File: config.mk
export PLATFORM = sky130hd
export DESIGN_NAME = timer_counter
export DESIGN_NICKNAME = d
export VERILOG_FILES = /design/src/rtl/timer_pkg.sv /design/src/rtl/input_prescaler.sv /design/src/rtl/timer_counter.sv
export SDC_FILE = /design/constraint.sdc
export NUM_CORES = 1
export LEC_CHECK = 0
export ABC_AREA = 1
export BUFFER_PORTS_ARGS = -buffer_cell sky130_fd_sc_hd__buf_4
export CORE_UTILIZATION = 54
export CTS_CLUSTER_DIAMETER = 200
export CTS_CLUSTER_SIZE = 14
export DETAILED_ROUTE_END_ITERATION = 8
export HOLD_SLACK_MARGIN = 0.03
export PLACE_DENSITY = 0.89
export SLEW_MARGIN = 20
export SYNTH_ARGS = -nofsm -noshare
export SYNTH_HDL_FRONTEND = slang
export SYNTH_SLANG_ARGS = --single-unit
export TNS_END_PERCENT = 50
File: constraint.sdc
create_clock -name clock -period 3.6 [get_ports clock]
set_input_delay 0.36 -clock clock [delete_from_list [all_inputs] [get_ports clock]]
set_output_delay 0.36 -clock clock [all_outputs]
set_load 0.005 [all_outputs]
File: src/rtl/timer_pkg.sv
// Shared constants for the 16-bit timer/counter block
package timer_pkg;

  // ----------------------------------------------------------------
  // Register map (byte offsets on the Avalon-MM slave)
  // ----------------------------------------------------------------
  localparam int ADDR_W = 4;
  localparam int DATA_W = 32;
  localparam logic [ADDR_W-1:0] CONTROL_OFS = 4'h0;
  localparam logic [ADDR_W-1:0] COUNT_LOW_OFS = 4'h4;
  localparam logic [ADDR_W-1:0] COUNT_HIGH_OFS = 4'h8;
  localparam logic [ADDR_W-1:0] STATUS_OFS = 4'hC;

  // ----------------------------------------------------------------
  // Control register fields
  // ----------------------------------------------------------------
  localparam int CTRL_W = 8;
  localparam int ON_BIT = 0;
  localparam int SOURCE_BIT = 1;
  localparam int SYNC_BIT = 2;
  localparam int OSC_BIT = 3;
  localparam int PS_LSB = 4;
  localparam int PS_W = 2;
  localparam logic [CTRL_W-1:0] CONTROL_RESET = 8'h00;
  localparam logic [CTRL_W-1:0] CONTROL_WMASK = 8'h3F;
  localparam int OVERFLOW_BIT = 0;

  // ----------------------------------------------------------------
  // Counter, prescaler and timing
  // ----------------------------------------------------------------
  localparam int COUNT_W = 16;
  localparam int BYTE_W = 8;
  localparam logic [COUNT_W-1:0] COUNT_MAX = 16'hFFFF;
  localparam logic [COUNT_W-1:0] COUNT_ONE = 16'h0001;
  localparam int PRESC_W = 3;
  localparam int CLOCK_HZ = 40_000_000;
  localparam int INSTR_DIV = 4;
  localparam int INSTR_HZ = CLOCK_HZ / INSTR_DIV;
  localparam int PHASE_W = 2;
  localparam logic [PHASE_W-1:0] PHASE_LAST = PHASE_W'(INSTR_DIV - 1);

  // ----------------------------------------------------------------
  // Bus answer state machine
  // ----------------------------------------------------------------
  typedef enum logic [1:0] {
    BUS_IDLE = 2'b01,
    BUS_ANSWER = 2'b10
  } bus_state_t;

endpackage

File: src/rtl/input_prescaler.sv
// Count source edge detector, falling-edge arming and ripple prescaler
`timescale 1ns/10ps
`default_nettype none
module input_prescaler
  import timer_pkg::*;
(
  input wire logic clock,
  input wire logic rst,
  input wire logic clock_enable,
  input wire logic count_input,
  input wire logic internal_tick,
  input wire logic external_mode,
  input wire logic counter_on,
  input wire logic clear_prescaler,
  input wire logic [PS_W-1:0] prescale_select,
  output logic tick
);

  typedef struct packed {
    logic last_level;
    logic armed;
    logic [PRESC_W-1:0] presc;
    logic tick;
  } presc_state_t;

  presc_state_t s_q;
  presc_state_t s_d;
  logic src_event;
  logic [PRESC_W-1:0] limit;

  // ----------------------------------------------------------------
  // Next state
  // ----------------------------------------------------------------
  // Prescaler ignores sleep, so external edges keep being divided there
  always_comb begin
    s_d = s_q;
    s_d.tick = 1'b0;
    // Held low while off, so a source switch at enable cannot fake a falling edge
    s_d.last_level = counter_on && external_mode && count_input;
    limit = PRESC_W'((1 << prescale_select) - 1);
    // Rising edge counts only once a falling edge was seen since enable
    src_event = external_mode ? (count_input && !s_q.last_level && s_q.armed)
                              : internal_tick;
    if (!counter_on || !external_mode) begin
      s_d.armed = 1'b0;
    end else if (!count_input && s_q.last_level) begin
      s_d.armed = 1'b1;
    end
    if (clear_prescaler) begin
      s_d.presc = '0;
    end else if (src_event && counter_on) begin
      if (s_q.presc >= limit) begin
        s_d.presc = '0;
        s_d.tick = 1'b1;
      end else begin
        s_d.presc = s_q.presc + PRESC_W'(1);
      end
    end
  end

  // Single state register, frozen while the clock enable is low
  always_ff @(posedge clock or posedge rst) begin
    if (rst) begin
      s_q <= '0;
    end else if (clock_enable) begin
      s_q <= s_d;
    end
  end

  assign tick = s_q.tick;
endmodule
`default_nettype wire

File: src/rtl/timer_counter.sv
// 16-bit timer/counter with Avalon-MM register slave
//
// How it works
// - Source select clear: count the instruction clock, a quarter of clock.
// - In timer mode the sync bypass bit is ignored.
// - Counter on bit set lets the count advance; clear holds it.
// - Counter mode counts rising edges, only after a falling edge since enable.
// - Counter mode input is crystal pin if oscillator enabled, else external pin.
// - Sync bypass clear: prescaler output passes a synchroniser; prescaler is ripple.
// - Synchronised counter mode in sleep: count frozen, prescaler keeps dividing.
// - Sync bypass set: no synchroniser, runs in sleep, overflow can wake.
// - Asynchronous counting is not a valid capture/compare time base.
// - Count byte reads return a stable value captured by hardware.
// - Oscillator enable starts the crystal amplifier; sleep never stops it.
// - Any write to a count byte clears the prescaler.
// - Special event clears the count, no overflow flag, except asynchronous mode.
// - A count write beats a coinciding special event clear.
// - Control resets to zero on power-on reset; count bytes never reset.
//
// Chosen here: the Avalon-MM register port and the register addresses.
`timescale 1ns/10ps
`default_nettype none
module timer_counter
  import timer_pkg::*;
(
  input wire logic clock,
  input wire logic rst,
  input wire logic clock_enable,
  input wire logic [ADDR_W-1:0] address,
  input wire logic read,
  input wire logic write,
  input wire logic [DATA_W-1:0] writedata,
  input wire logic [DATA_W/8-1:0] byteenable,
  output logic [DATA_W-1:0] readdata,
  output logic waitrequest,
  input wire logic sleep_mode,
  input wire logic special_event,
  input wire logic crystal_input_pin,
  input wire logic ext_count_input_pin,
  output logic lp_osc_enable,
  output logic overflow_flag,
  output logic wake_request,
  output logic timebase_valid,
  output logic [COUNT_W-1:0] count_value
);

  // ----------------------------------------------------------------
  // Helpers
  // ----------------------------------------------------------------
  // Address match for a register offset
  function automatic logic hit(input logic [ADDR_W-1:0] a, input logic [ADDR_W-1:0] ofs);
    hit = (a == ofs);
  endfunction

  // ----------------------------------------------------------------
  // State
  // ----------------------------------------------------------------
  typedef struct packed {
    logic [CTRL_W-1:0] control;
    logic [PHASE_W-1:0] phase;
    logic sync_stage1;
    logic sync_stage2;
    logic overflow;
    logic wake;
    logic timebase_ok;
    bus_state_t bus_state;
    logic waitreq;
    logic [BYTE_W-1:0] rdata;
    logic [1:0] loaded;
  } timer_state_t;

  timer_state_t s_q;
  timer_state_t s_d;
  logic [COUNT_W-1:0] count_q;
  logic [COUNT_W-1:0] count_d;

  logic counter_on;
  logic ext_mode;
  logic sync_bypass;
  logic async_mode;
  logic [PS_W-1:0] prescale_select;
  logic count_input;
  logic internal_tick;
  logic presc_tick;
  logic inc;
  logic ovf_event;
  logic be_low;
  logic accept_wr;
  logic wr_control;
  logic wr_low;
  logic wr_high;
  logic wr_status;
  logic count_written;
  logic [BYTE_W-1:0] wbyte;
  logic [BYTE_W-1:0] rmux;

  // ----------------------------------------------------------------
  // Control field decode
  // ----------------------------------------------------------------
  // Asynchronous mode needs both the external source and the bypass bit
  assign counter_on = s_q.control[ON_BIT];
  assign ext_mode = s_q.control[SOURCE_BIT];
  assign sync_bypass = s_q.control[SYNC_BIT];
  assign async_mode = ext_mode && sync_bypass;
  assign prescale_select = s_q.control[PS_LSB +: PS_W];

  // Crystal pin takes over as count input while the oscillator runs
  assign count_input = s_q.control[OSC_BIT] ? crystal_input_pin : ext_count_input_pin;

  // Instruction clock: one pulse every fourth clock, stopped in sleep
  assign internal_tick = (s_q.phase == PHASE_LAST) && !sleep_mode;

  // ----------------------------------------------------------------
  // Bus strobes
  // ----------------------------------------------------------------
  // Writes land only at the edge where waitrequest is seen low
  assign be_low = byteenable[0];
  assign accept_wr = (s_q.bus_state == BUS_ANSWER) && write && be_low;
  assign wr_control = accept_wr && hit(address, CONTROL_OFS);
  assign wr_low = accept_wr && hit(address, COUNT_LOW_OFS);
  assign wr_high = accept_wr && hit(address, COUNT_HIGH_OFS);
  assign wr_status = accept_wr && hit(address, STATUS_OFS);
  assign count_written = wr_low || wr_high;
  assign wbyte = writedata[BYTE_W-1:0];

  // ----------------------------------------------------------------
  // Input stage and prescaler
  // ----------------------------------------------------------------
  input_prescaler input_prescaler_inst (
    .clock(clock),
    .rst(rst),
    .clock_enable(clock_enable),
    .count_input(count_input),
    .internal_tick(internal_tick),
    .external_mode(ext_mode),
    .counter_on(counter_on),
    .clear_prescaler(count_written),
    .prescale_select(prescale_select),
    .tick(presc_tick)
  );

  // ----------------------------------------------------------------
  // Increment select
  // ----------------------------------------------------------------
  // Timer and asynchronous modes use the prescaler pulse directly; the
  // synchronised path waits two stages and is dead while asleep
  always_comb begin
    if (!counter_on) begin
      inc = 1'b0;
    end else if (!ext_mode) begin
      inc = presc_tick;
    end else if (sync_bypass) begin
      inc = presc_tick;
    end else begin
      inc = s_q.sync_stage2 && !sleep_mode;
    end
  end

  // ----------------------------------------------------------------
  // Counter next value
  // ----------------------------------------------------------------
  // Software write wins over the special event, which wins over counting;
  // a write racing an increment simply drops the increment
  always_comb begin
    count_d = count_q;
    ovf_event = 1'b0;
    if (count_written) begin
      if (wr_low) begin
        count_d[BYTE_W-1:0] = wbyte;
      end
      if (wr_high) begin
        count_d[COUNT_W-1:BYTE_W] = wbyte;
      end
    end else if (special_event && !async_mode) begin
      count_d = '0;
    end else if (inc) begin
      count_d = count_q + COUNT_ONE;
      ovf_event = (count_q == COUNT_MAX);
    end
  end

  // Count bytes survive every reset, so this register has none
  always_ff @(posedge clock) begin
    if (clock_enable) begin
      count_q <= count_d;
    end
  end

  // ----------------------------------------------------------------
  // Read data mux
  // ----------------------------------------------------------------
  // Whole count is a clocked register, so either byte reads stable
  always_comb begin
    rmux = '0;
    if (hit(address, CONTROL_OFS)) begin
      rmux = s_q.control;
    end else if (hit(address, COUNT_LOW_OFS)) begin
      rmux = count_q[BYTE_W-1:0];
    end else if (hit(address, COUNT_HIGH_OFS)) begin
      rmux = count_q[COUNT_W-1:BYTE_W];
    end else if (hit(address, STATUS_OFS)) begin
      rmux[OVERFLOW_BIT] = s_q.overflow;
    end
  end

  // ----------------------------------------------------------------
  // Main next state
  // ----------------------------------------------------------------
  always_comb begin
    s_d = s_q;
    s_d.phase = sleep_mode ? s_q.phase : s_q.phase + PHASE_W'(1);
    // Synchroniser is switched off in sleep; first stage feeds only the second
    s_d.sync_stage1 = presc_tick && ext_mode && !sync_bypass && !sleep_mode;
    s_d.sync_stage2 = s_q.sync_stage1;
    if (wr_control) begin
      s_d.control = wbyte & CONTROL_WMASK;
    end
    // Hardware set beats a same-cycle write-one clear
    s_d.overflow = ovf_event || (s_q.overflow && !(wr_status && wbyte[OVERFLOW_BIT]));
    s_d.wake = ovf_event && sleep_mode && async_mode;
    s_d.timebase_ok = !async_mode;
    // Count has no reset, so its hold-off and sleep-hold checks wait until both bytes were written
    s_d.loaded = s_q.loaded | {wr_high, wr_low};
    unique case (s_q.bus_state)
      BUS_IDLE: begin
        if (read || write) begin
          s_d.bus_state = BUS_ANSWER;
          s_d.waitreq = 1'b0;
          s_d.rdata = read ? rmux : s_q.rdata;
        end
      end
      BUS_ANSWER: begin
        s_d.bus_state = BUS_IDLE;
        s_d.waitreq = 1'b1;
      end
    endcase
  end

  // Control register is cleared only by power-on reset
  always_ff @(posedge clock or posedge rst) begin
    if (rst) begin
      s_q.control <= CONTROL_RESET;
      s_q.phase <= '0;
      s_q.sync_stage1 <= 1'b0;
      s_q.sync_stage2 <= 1'b0;
      s_q.overflow <= 1'b0;
      s_q.wake <= 1'b0;
      s_q.timebase_ok <= 1'b1;
      s_q.bus_state <= BUS_IDLE;
      s_q.waitreq <= 1'b1;
      s_q.rdata <= '0;
      s_q.loaded <= '0;
    end else if (clock_enable) begin
      s_q <= s_d;
    end
  end

  // ----------------------------------------------------------------
  // Outputs
  // ----------------------------------------------------------------
  // Oscillator enable follows the control bit and ignores sleep
  assign lp_osc_enable = s_q.control[OSC_BIT];
  assign readdata = {{(DATA_W-BYTE_W){1'b0}}, s_q.rdata};
  assign waitrequest = s_q.waitreq;
  assign overflow_flag = s_q.overflow;
  assign wake_request = s_q.wake;
  assign timebase_valid = s_q.timebase_ok;
  assign count_value = count_q;
endmodule
`default_nettype wire

==> results.sh, run 1 <==
export IMPL_grt_pass1_wl_um=11030
export IMPL_dr_first_iter_drc_count=271
export IMPL_min_path_type="in -> async"
export IMPL_final_setup_tns_ns=0
export IMPL_timing_rr_end="count_value[9]"
export IMPL_initial_core_util=0.5585
export IMPL_cts_sinks=45
export IMPL_fin_crit_sh=0.6167
export IMPL_nets=462
export IMPL_path_common_cell="nand2_1"
export IMPL_root_buffer="clkbuf_8"
export IMPL_cts_buffers_inserted=5
export IMPL_ys_types=33
export IMPL_wl_um=6856
export IMPL_grt_max_degree=30
export IMPL_diodes=0
export IMPL_pre_cts_ws_ns=1.259
export IMPL_syn_to_final_growth_pct=13.95
export IMPL_ys_async_sr_fraction=0.6444
export IMPL_synth_ff_latch_count=45
export IMPL_r2r_start="s_q[11]"
export IMPL_drive_above_1_share=0.2206
export IMPL_wl_per_cell_um=14.34
export IMPL_critPathSlowestCell="nor2_1"
export IMPL_r2r_slack_ns=1.38
export IMPL_ys_warn_count=0
export IMPL_first_pass_iters=6
export IMPL_syn_instance_count=363
export IMPL_worstSetupStartpointType="flop"
export IMPL_final_common_cell="nand2_1"
export IMPL_drc=0
export IMPL_rsz0062_at_grt="false"
export IMPL_synth_area_um2=2853
export IMPL_cts_clk_slew_worst_paths_ns=0.09
export IMPL_coreArea_um2=5107
export IMPL_htreeDepth=2
export IMPL_powerDensity_nw_per_um2=378.0
export IMPL_die_area_um2=5578
export IMPL_num_rows=26
export IMPL_ir_drop_mv=0.2566
export IMPL_ant_nets=0
export IMPL_synthFlopType="dfrtp_1"
export IMPL_ctsHoldBuffers=0
export IMPL_setup_violations=0
export IMPL_slowest_delay_ns=0.60
export IMPL_criticalPathCategory="reg -> reg"
export IMPL_r2r_cells=9
export IMPL_grt_usage=0.2701
export IMPL_clockBufferDepth=2
export IMPL_synth_avg_cell_area_um2=7.859
export IMPL_place_hpwl_um=5271
export IMPL_hold_viol=0
export IMPL_port_buffers=50
export IMPL_fin_total_pwr_mw=1.229
export IMPL_vias=2574
export IMPL_p_leak_nw=1.629
export IMPL_synth_edf_count=16
export IMPL_fin_ws_ns=1.380
export IMPL_finalClockSkew_ns=0.008481
export IMPL_cp_required_ns=3.54
export IMPL_final_cell_mix="nand2_1, buf_4, inv_1, dfrtp_1, nor2_1"
export IMPL_postCtsSetupBuffers=0
export IMPL_cts_resized=0
export IMPL_pin_count=102
export IMPL_drt_vias_per_instance=5.385
export IMPL_worstSetupEndpointType="flop"
export IMPL_period_minus_slack_ns=2.220
export IMPL_arrival_ns=2.16
export IMPL_max_cap_viol_count=0
export IMPL_relSlewSlack=0.4263
export IMPL_slew_viol_final=0
export IMPL_clk_latency_ns=0.30
export IMPL_globalplace_congestion=0.9435
export IMPL_clock_fmax_mhz=450.4
export IMPL_grt_antenna_before_repair=0
export IMPL_crit_chain="inv_2 -> nand2_1 -> nor2_2 -> nand2_2 -> nand2_4 -> nor2_4 -> nand2_1 -> nand2_1 -> nor2_1"
export IMPL_grt_pass1_vias=2427
export IMPL_die_h_um=74.69
export IMPL_tritoncts="built"
export IMPL_worst_pin_slew_ns=0.8548
export IMPL_synth_sequential_area_ratio=0.4237
export IMPL_cp_max_fo=9
export IMPL_fp_dieW_um=74.69
export IMPL_grt_remaining_overflow=0
export IMPL_outcome="completed"
[worst max-delay path by stage]
stage,start,endpoint,cells past startpoint
2_1_floorplan,address[0],count_value[0],9
3_3_place_gp,address[0],count_value[15],10
3_5_place_dp,address[0],count_value[7],10
4_1_cts,s_q[11],count_value[0],9
5_1_grt,s_q[11],count_value[0],9
6_report,s_q[11],count_value[9],9
[through the flow]
step                        util  cell area [µm²]  hold slack [ns]  cells
after floorplan                -             2939           0.4366    386
after global placement    0.6147             3139           0.4625    470
after detailed placement  0.6147             3139           0.4710    470
after CTS                 0.6365             3251           0.3033    478
after global routing      0.6365             3251           0.1644    478
final                     0.6365             3251           0.1206    478
[cell usage after synthesis (all sizes together), types with 4 or more instances]
master | number | area (µm²)
nand4 | 13 | 81.33
dfrtp | 27 | 675.7
buf | 36 | 262.8
a21oi | 7 | 35.03
inv | 38 | 142.6
ha | 6 | 75.07
xor2 | 4 | 35.03
edfxtp | 16 | 480.5
nand3 | 21 | 110.1
nor2 | 36 | 180.2
o21ai | 31 | 155.1
nand2 | 106 | 425.4
[where the power goes]
part / internal [mW] / switching (mW)
registers: 0.584 / 0.0443
logic: 0.101 / 0.126
clock network: 0.199 / 0.175
[final cells by class]
cell class              instances  area, µm²
inverters                      38      142.6
multi-input cells             267       1325
fillers                       458       1857
clock buffers                   8      111.4
flip-flops and latches         45       1209
well taps                      70      87.58
repair buffers                 50      375.4
[logic make-up (layout without fill, tap and decap cells)]
logic type / Yosys count / after routing / synth area share
other: 1 / 24 / 0.001315
flip-flops: 45 / 45 / 0.4237
buffers and inverters: 74 / 96 / 0.1421
AO/OA/AOI/OAI: 47 / 47 / 0.08948
XOR/XNOR: 7 / 7 / 0.02149
AND/OR/NAND/NOR: 182 / 182 / 0.2917
multiplexers: 1 / 1 / 0.003947
adder cells (fa/ha/maj): 6 / 6 / 0.02632
[worst max-delay path, delay by kind of cell, from the launching register on]
kind	cells	cell delay [ns]
DFF	1	0.40
buffers and inverters	1	0.06
and+or+nand+nor	8	1.39
[routing by layer]
layer	up-vias	global-route usage	routed length, µm	part of all wire
met5	-	0	0	0
met4	0	0.1300	195	0.028
met3	24	0.06158	559	0.082
met2	141	0.4284	3188	0.46
met1	1189	0.3513	2913	0.42
li1	1220	-	-	-
[state kept, by name, summed over array words and instances, names as in the netlist]
name                       flops
overflow_flag                  1
count_value                   16
counter_on                     1
input_prescaler_inst.tick      1
prescale_select                2
input_prescaler_inst.s_q       5
lp_osc_enable                  1
timebase_valid                 1
s_q                            6
ext_mode                       1
readdata                       8
s_d                            1
wake_request                   1
No activity file was read; power rests on OpenSTA's default activity.
==> run 2, diff against run 1 <==
--- a/config.mk
+++ b/config.mk
@@ -5,14 +5,14 @@
 export SDC_FILE = /design/constraint.sdc
 export NUM_CORES = 1
 export LEC_CHECK = 0
-export ABC_AREA = 1
+export ABC_AREA = 0
 export BUFFER_PORTS_ARGS = -buffer_cell sky130_fd_sc_hd__buf_4
-export CORE_UTILIZATION = 54
+export CORE_UTILIZATION = 50
 export CTS_CLUSTER_DIAMETER = 200
 export CTS_CLUSTER_SIZE = 14
 export DETAILED_ROUTE_END_ITERATION = 8
 export HOLD_SLACK_MARGIN = 0.03
-export PLACE_DENSITY = 0.89
+export PLACE_DENSITY = 0.84
 export SLEW_MARGIN = 20
 export SYNTH_ARGS = -nofsm -noshare
 export SYNTH_HDL_FRONTEND = slang
==> constraint.sdc (replaced) <==
create_clock -name clock -period 2.1 [get_ports clock]
set_input_delay 0.21 -clock clock [delete_from_list [all_inputs] [get_ports clock]]
set_output_delay 0.21 -clock clock [all_outputs]
set_load 0.005 [all_outputs]
==> results.sh, run 2 <==
export IMPL_cp_required_ns=2.04
export IMPL_synth_avg_cell_area_um2=10.17
export IMPL_clk_latency_ns=0.30
export IMPL_worstSetupEndpointType="flop"
export IMPL_fin_ws_ns=0.1199
export IMPL_ys_async_sr_fraction=0.6444
export IMPL_stdcell_area_um2=3347
export IMPL_grt_pass1_wl_um=10570
export IMPL_period_minus_slack_ns=1.980
export IMPL_yosys_area_top_type="dfrtp_1"
export IMPL_criticalPathCategory="reg -> reg"
export IMPL_r2r_slack_ns=0.12
export IMPL_syn_to_final_growth_pct=22.31
export IMPL_p_leak_nw=1.492
export IMPL_rsz0062_at_grt="false"
export IMPL_drc=0
export IMPL_synth_area_um2=2736
export IMPL_die_area_um2=5773
export IMPL_placed_cell_area_um2=3196
export IMPL_grt_usage=0.2290
export IMPL_cts_buffers_inserted=5
export IMPL_multi_input_area_um2=1320
export IMPL_worst_pin_slew_ns=0.6285
export IMPL_ys_warn_count=0
export IMPL_outcome="completed"
export IMPL_arrival_ns=1.92
export IMPL_regArea_um2=1209
export IMPL_dr_first_iter_drc_count=199
export IMPL_clock_fmax_mhz=505.0
export IMPL_num_rows=26
export IMPL_clockBufferDepth=2
export IMPL_ir_drop_mv=0.4359
export IMPL_synthFlopType="dfrtp_1"
export IMPL_drive_above_1_share=0.3134
export IMPL_grt_antenna_before_repair=0
export IMPL_max_cap_viol_count=0
export IMPL_synth_top_area_frac=0.2469
export IMPL_root_buffer="clkbuf_8"
export IMPL_synth_edf_count=16
export IMPL_ant_nets=0
export IMPL_grt_pass1_vias=2249
export IMPL_synth_ff_latch_count=45
export IMPL_pre_cts_ws_ns=-0.1771
export IMPL_synth_most_common_cell="buf_4"
export IMPL_setup_violations=0
export IMPL_relSlewSlack=0.5787
export IMPL_slew_viol_final=0
export IMPL_syn_instance_count=269
export IMPL_coreArea_um2=5205
export IMPL_final_cell_mix="buf_4, dfrtp_1, o21ai_0, nand2_1, conb_1"
export IMPL_htreeDepth=2
export IMPL_synthTopCellsByCount="buf_4, dfrtp_1, nand2_1, o21ai_0, edfxtp_1"
export IMPL_ys_types=47
export IMPL_drt_vias_per_instance=5.523
export IMPL_initial_core_util=0.5257
export IMPL_min_path_type="in -> reg"
export IMPL_finalClockSkew_ns=0.007170
export IMPL_tritoncts="built"
export IMPL_largest_reg_flops=16
export IMPL_port_buffers=50
export IMPL_fillCellCount=444
export IMPL_grt_remaining_overflow=0
export IMPL_grt_max_degree=30
export IMPL_fp_dieW_um=75.98
export IMPL_first_pass_iters=5
export IMPL_hold_viol=0
export IMPL_vias=2237
export IMPL_powerDensity_nw_per_um2=680.6
export IMPL_place_hpwl_um=4913
export IMPL_globalplace_congestion=0.8640
export IMPL_final_common_cell="buf_4"
export IMPL_synth_sequential_area_ratio=0.4417
export IMPL_pin_count=102
export IMPL_yosys_top_cells_area="dfrtp_1, edfxtp_1, buf_4"
export IMPL_wl_per_cell_um=15.95
export IMPL_cp_max_fo=8
export IMPL_worstSetupStartpointType="flop"
export IMPL_cts_sinks=45
export IMPL_fin_crit_sh=0.9429
export IMPL_postCtsSetupBuffers=0
export IMPL_diodes=0
export IMPL_die_h_um=75.98
export IMPL_cts_clk_slew_worst_paths_ns=0.09
export IMPL_wl_um=6459
export IMPL_nets=389
## run 2: changes by cell type after synthesis, sizes merged, moves of 5 or more
cell and change:
inv -27, nor4 +5, nand2 -81, mux2i +7, clkbuf +5, nand4 -7
a22o +11, xnor2 +9, nor3 +8, o21ai -7, nor2 -26, nand3 -13
mux2 +9
## run 2: cell type report
| class | instances | share of cell area |
|---|---|---|
| multi-input cells | 196 | 0.3944 |
| flip-flops and latches | 45 | 0.3611 |
| repair buffers | 75 | 0.1690 |
| clock buffers | 7 | 0.03551 |
| well taps | 70 | 0.02617 |
| inverters | 11 | 0.01234 |
| clock inverters | 1 | 0.001495 |
## run 2: path summary, 6_finish.rpt
kind | start | to | depth (start not counted)
setup reg to reg | s_q[11] | count_value[6] | 5
max in group asynchronous | rst | timebase_valid | 4
hold / removal | writedata[5] | prescale_select[1] | 2
min in group asynchronous | rst | readdata[1] | 4
setup / recovery | s_q[11] | count_value[6] | 5
hold reg to reg | s_q[18] | s_q[18] | 1
## run 2: what timing repair did
item / 4_1_cts / 5_1_grt
setup endpoints to repair: 16 / 1
hold buffers: 1 / 0
resized for setup: 2 / 1
hold endpoints to repair: 27 / 0
## run 2: layer usage
layer | track usage | part of all wire | up-vias
li1 | - | - | 1048
met4 | 0.05769 | 0.0091 | 0
met5 | 0 | 0 | -
met3 | 0.03713 | 0.062 | 12
met1 | 0.2823 | 0.42 | 1086
met2 | 0.4164 | 0.51 | 91
## run 2: metrics by stage
stage                     cells  power (mW)  utilization  setup TNS, ns  hold slack, ns
final                       405       2.278       0.6430              0          0.1567
after global routing        405       2.385       0.6430              0          0.1523
after CTS                   405       2.265       0.6421              0          0.1526
after detailed placement    396       1.591       0.6139         -1.540          0.3122
after global placement      396       1.552       0.6139        -0.6081          0.3043
after floorplan             292       1.413            -              0          0.2866
## run 2: where the power goes
| group | switching [mW] | internal (mW) |
|---|---|---|
| clock network | 0.309 | 0.377 |
| registers | 0.0749 | 1.01 |
| logic | 0.245 | 0.261 |
| total | 0.629 | 1.65 |
## run 2: cells by family (layout without fill, tap and decap cells)
group	Yosys count	count (layout)	share of synthesized area
mux	18	18	0.07499
xor+xnor	16	16	0.05121
fa+ha+maj	6	6	0.02743
flops	45	45	0.4417
compound gates	57	57	0.1395
other cells	1	24	0.001370
buf+inv	51	94	0.1157
simple gates	75	75	0.1481
## run 2: worst max-delay path: stages (launching register included)
cell	delay, ns
dfstp_2	0.37
and4b_2	0.32
a32oi_1	0.13
a21boi_0	0.17
buf_4	0.17
a211oi_4	0.45
==> run 3, diff against run 2 <==
--- a/config.mk
+++ b/config.mk
@@ -13,6 +13,7 @@
 export DETAILED_ROUTE_END_ITERATION = 8
 export HOLD_SLACK_MARGIN = 0.03
 export PLACE_DENSITY = 0.84
+export SKIP_LAST_GASP = 1
 export SLEW_MARGIN = 20
 export SYNTH_ARGS = -nofsm -noshare
 export SYNTH_HDL_FRONTEND = slang
==> constraint.sdc (replaced) <==
create_clock -name clock -period 2 [get_ports clock]
set_input_delay 0.2 -clock clock [delete_from_list [all_inputs] [get_ports clock]]
set_output_delay 0.2 -clock clock [all_outputs]
set_load 0.005 [all_outputs]
==> results.sh, run 3 (synthesized netlist as in run 2, its figures left out) <==
export IMPL_num_rows=26
export IMPL_place_hpwl_um=4935
export IMPL_hold_viol=0
export IMPL_placed_cell_area_um2=3226
export IMPL_outcome="completed"
export IMPL_relSlewSlack=0.6145
export IMPL_initial_core_util=0.5257
export IMPL_cp_required_ns=2.06
export IMPL_clk_latency_ns=0.30
export IMPL_syn_to_final_growth_pct=23.41
export IMPL_rsz0062_at_grt="true"
export IMPL_met3_usage=0.04311
export IMPL_fp_dieW_um=75.98
export IMPL_placed_cells=400
export IMPL_grt_pass1_vias=2195
export IMPL_coreArea_um2=5205
export IMPL_grt_max_degree=30
export IMPL_first_pass_iters=4
export IMPL_finalClockSkew_ns=0.009999
export IMPL_holdPathEnd="prescale_select[1]"
export IMPL_pin_count=102
export IMPL_period_minus_slack_ns=1.951
export IMPL_final_common_cell="buf_4"
export IMPL_final_util=0.6488
export IMPL_cts_buffers_inserted=5
export IMPL_worstSetupStartpointType="flop"
export IMPL_drive_above_1_share=0.3206
export IMPL_cts_sinks=45
export IMPL_worstSetupStartpoint="s_q[11]"
export IMPL_grt_remaining_overflow=0
export IMPL_clock_fmax_mhz=512.6
export IMPL_grt_usage=0.2293
export IMPL_ir_drop_mv=0.4411
export IMPL_fin_crit_sh=0.9755
export IMPL_final_cells=410
export IMPL_crit_chain="and4b_2 -> a32oi_1 -> a21boi_1 -> buf_4 -> a211oi_4 -> buf_12"
export IMPL_tritoncts="built"
export IMPL_grt_pass1_wl_um=10580
export IMPL_met1_usage=0.2776
export IMPL_globalplace_congestion=0.9142
export IMPL_final_setup_tns_ns=0
export IMPL_dr_first_iter_drc_count=245
export IMPL_cts_clk_slew_worst_paths_ns=0.09
export IMPL_p_leak_nw=1.509
export IMPL_wl_um=6536
export IMPL_final_cell_mix="buf_4, dfrtp_1, o21ai_0, nand2_1, conb_1"
export IMPL_setup_violations=0
export IMPL_criticalPathCategory="reg -> reg"
export IMPL_stdcell_area_um2=3377
export IMPL_powerDensity_nw_per_um2=677.5
export IMPL_busiest_layer="met2"
export IMPL_fillCellCount=411
export IMPL_worst_pin_slew_ns=0.5751
export IMPL_drc=0
export IMPL_clockBufferDepth=2
export IMPL_root_buffer="clkbuf_8"
export IMPL_ant_nets=0
export IMPL_largest_reg_flops=16
export IMPL_r2r_slack_ns=0.05
export IMPL_port_buffers=50
export IMPL_drt_vias_per_instance=5.493
export IMPL_die_h_um=75.98
export IMPL_r2r_start="s_q[11]"
export IMPL_timing_rr_end="count_value[7]"
export IMPL_grt_antenna_before_repair=0
export IMPL_die_area_um2=5773
export IMPL_met2_usage=0.4173
export IMPL_r2r_cells=6
export IMPL_cp_max_fo=8
export IMPL_arrival_ns=2.01
export IMPL_nets=394
export IMPL_hold_start="writedata[5]"
export IMPL_slew_viol_final=0
export IMPL_max_cap_viol_count=0
export IMPL_worstSetupEndpointType="flop"
export IMPL_min_path_type="in -> reg"
export IMPL_holdPathStages=2
export IMPL_htreeDepth=2
export IMPL_wl_per_cell_um=15.94
export IMPL_critPathSlowestCell="dfstp_2"
export IMPL_slowest_delay_ns=0.54
export IMPL_diodes=0
export IMPL_vias=2252
==> run 3: cell types whose count changed in the layout (fill, tap and decap cells not counted) <==
cell       change
clkbuf_1       +1
a211oi_1       +1
o2111ai_1      -1
a21boi_1       +1
buf_12         +1
buf_4          +4
a211oi_2       -1
o2111ai_2      +1
clkbuf_16      -1
a21boi_0       -1
==> run 3: area by class of cell <==
| type | instances | area, µm² | share of cell area |
|---|---|---|---|
| multi-input cells | 196 | 1321 | 0.3913 |
| flip-flops and latches | 45 | 1209 | 0.3579 |
| repair buffers | 80 | 615.6 | 0.1823 |
| clock buffers | 7 | 97.59 | 0.02890 |
| well taps | 70 | 87.58 | 0.02594 |
| inverters | 11 | 41.29 | 0.01223 |
| clock inverters | 1 | 5.005 | 0.001482 |
==> run 3: report_power, final <==
group	switching (mW)	total, mW	internal, mW
clock network	0.302	0.623	0.321
registers	0.0772	1.14	1.06
logic	0.251	0.527	0.276
total	0.631	2.29	1.66
==> run 3: per-layer routing <==
| layer | share of wire | wire length (µm) | vias to the layer above |
|---|---|---|---|
| met4 | 0.0076 | 50 | 0 |
| met2 | 0.53 | 3439 | 88 |
| li1 | - | - | 1058 |
| met3 | 0.061 | 400 | 8 |
| met1 | 0.40 | 2645 | 1098 |
| met5 | 0 | 0 | - |
==> run 3: worst max-delay path, delay by kind of cell (launching register included) <==
kind | cells | cell delay [ns]
DFF | 1 | 0.54
and+or+nand+nor | 1 | 0.26
AOI/OAI and AO/OA | 3 | 0.60
buffers and inverters | 2 | 0.32
==> run 3: what timing repair did <==
action / CTS / global route
setup endpoints to repair: 16 / 16
resized for setup: 1 / 3
buffers inserted: 0 / 1
endpoints found under the hold margin: 27 / 0
hold buffers: 1 / 0
pin swaps: 0 / 1
cloned: 0 / 0
==> run 3: worst max path at each step <==
| stage | depth (start not counted) | end | slack (ns) |
|---|---|---|---|
| after global routing | 7 | input_prescaler_inst.s_q[1] | -0.04 |
| after floorplan | 4 | count_value[10] | -0.01 |
| after detailed placement | 4 | count_value[11] | -0.19 |
| after global placement | 4 | count_value[11] | -0.11 |
| final | 6 | count_value[7] | 0.05 |
| after CTS | 5 | count_value[5] | -0.18 |
==> run 3: stage by stage <==
step / total power [mW] / setup WS, ns / hold WS (ns)
global route: 2.401 / -0.03553 / 0.1623
global placement: 1.637 / -0.1099 / 0.2919
CTS: 2.289 / -0.1769 / 0.1552
finish: 2.288 / 0.04898 / 0.1548
detailed placement: 1.672 / -0.1915 / 0.3015
floorplan: 1.484 / -0.01257 / 0.2766
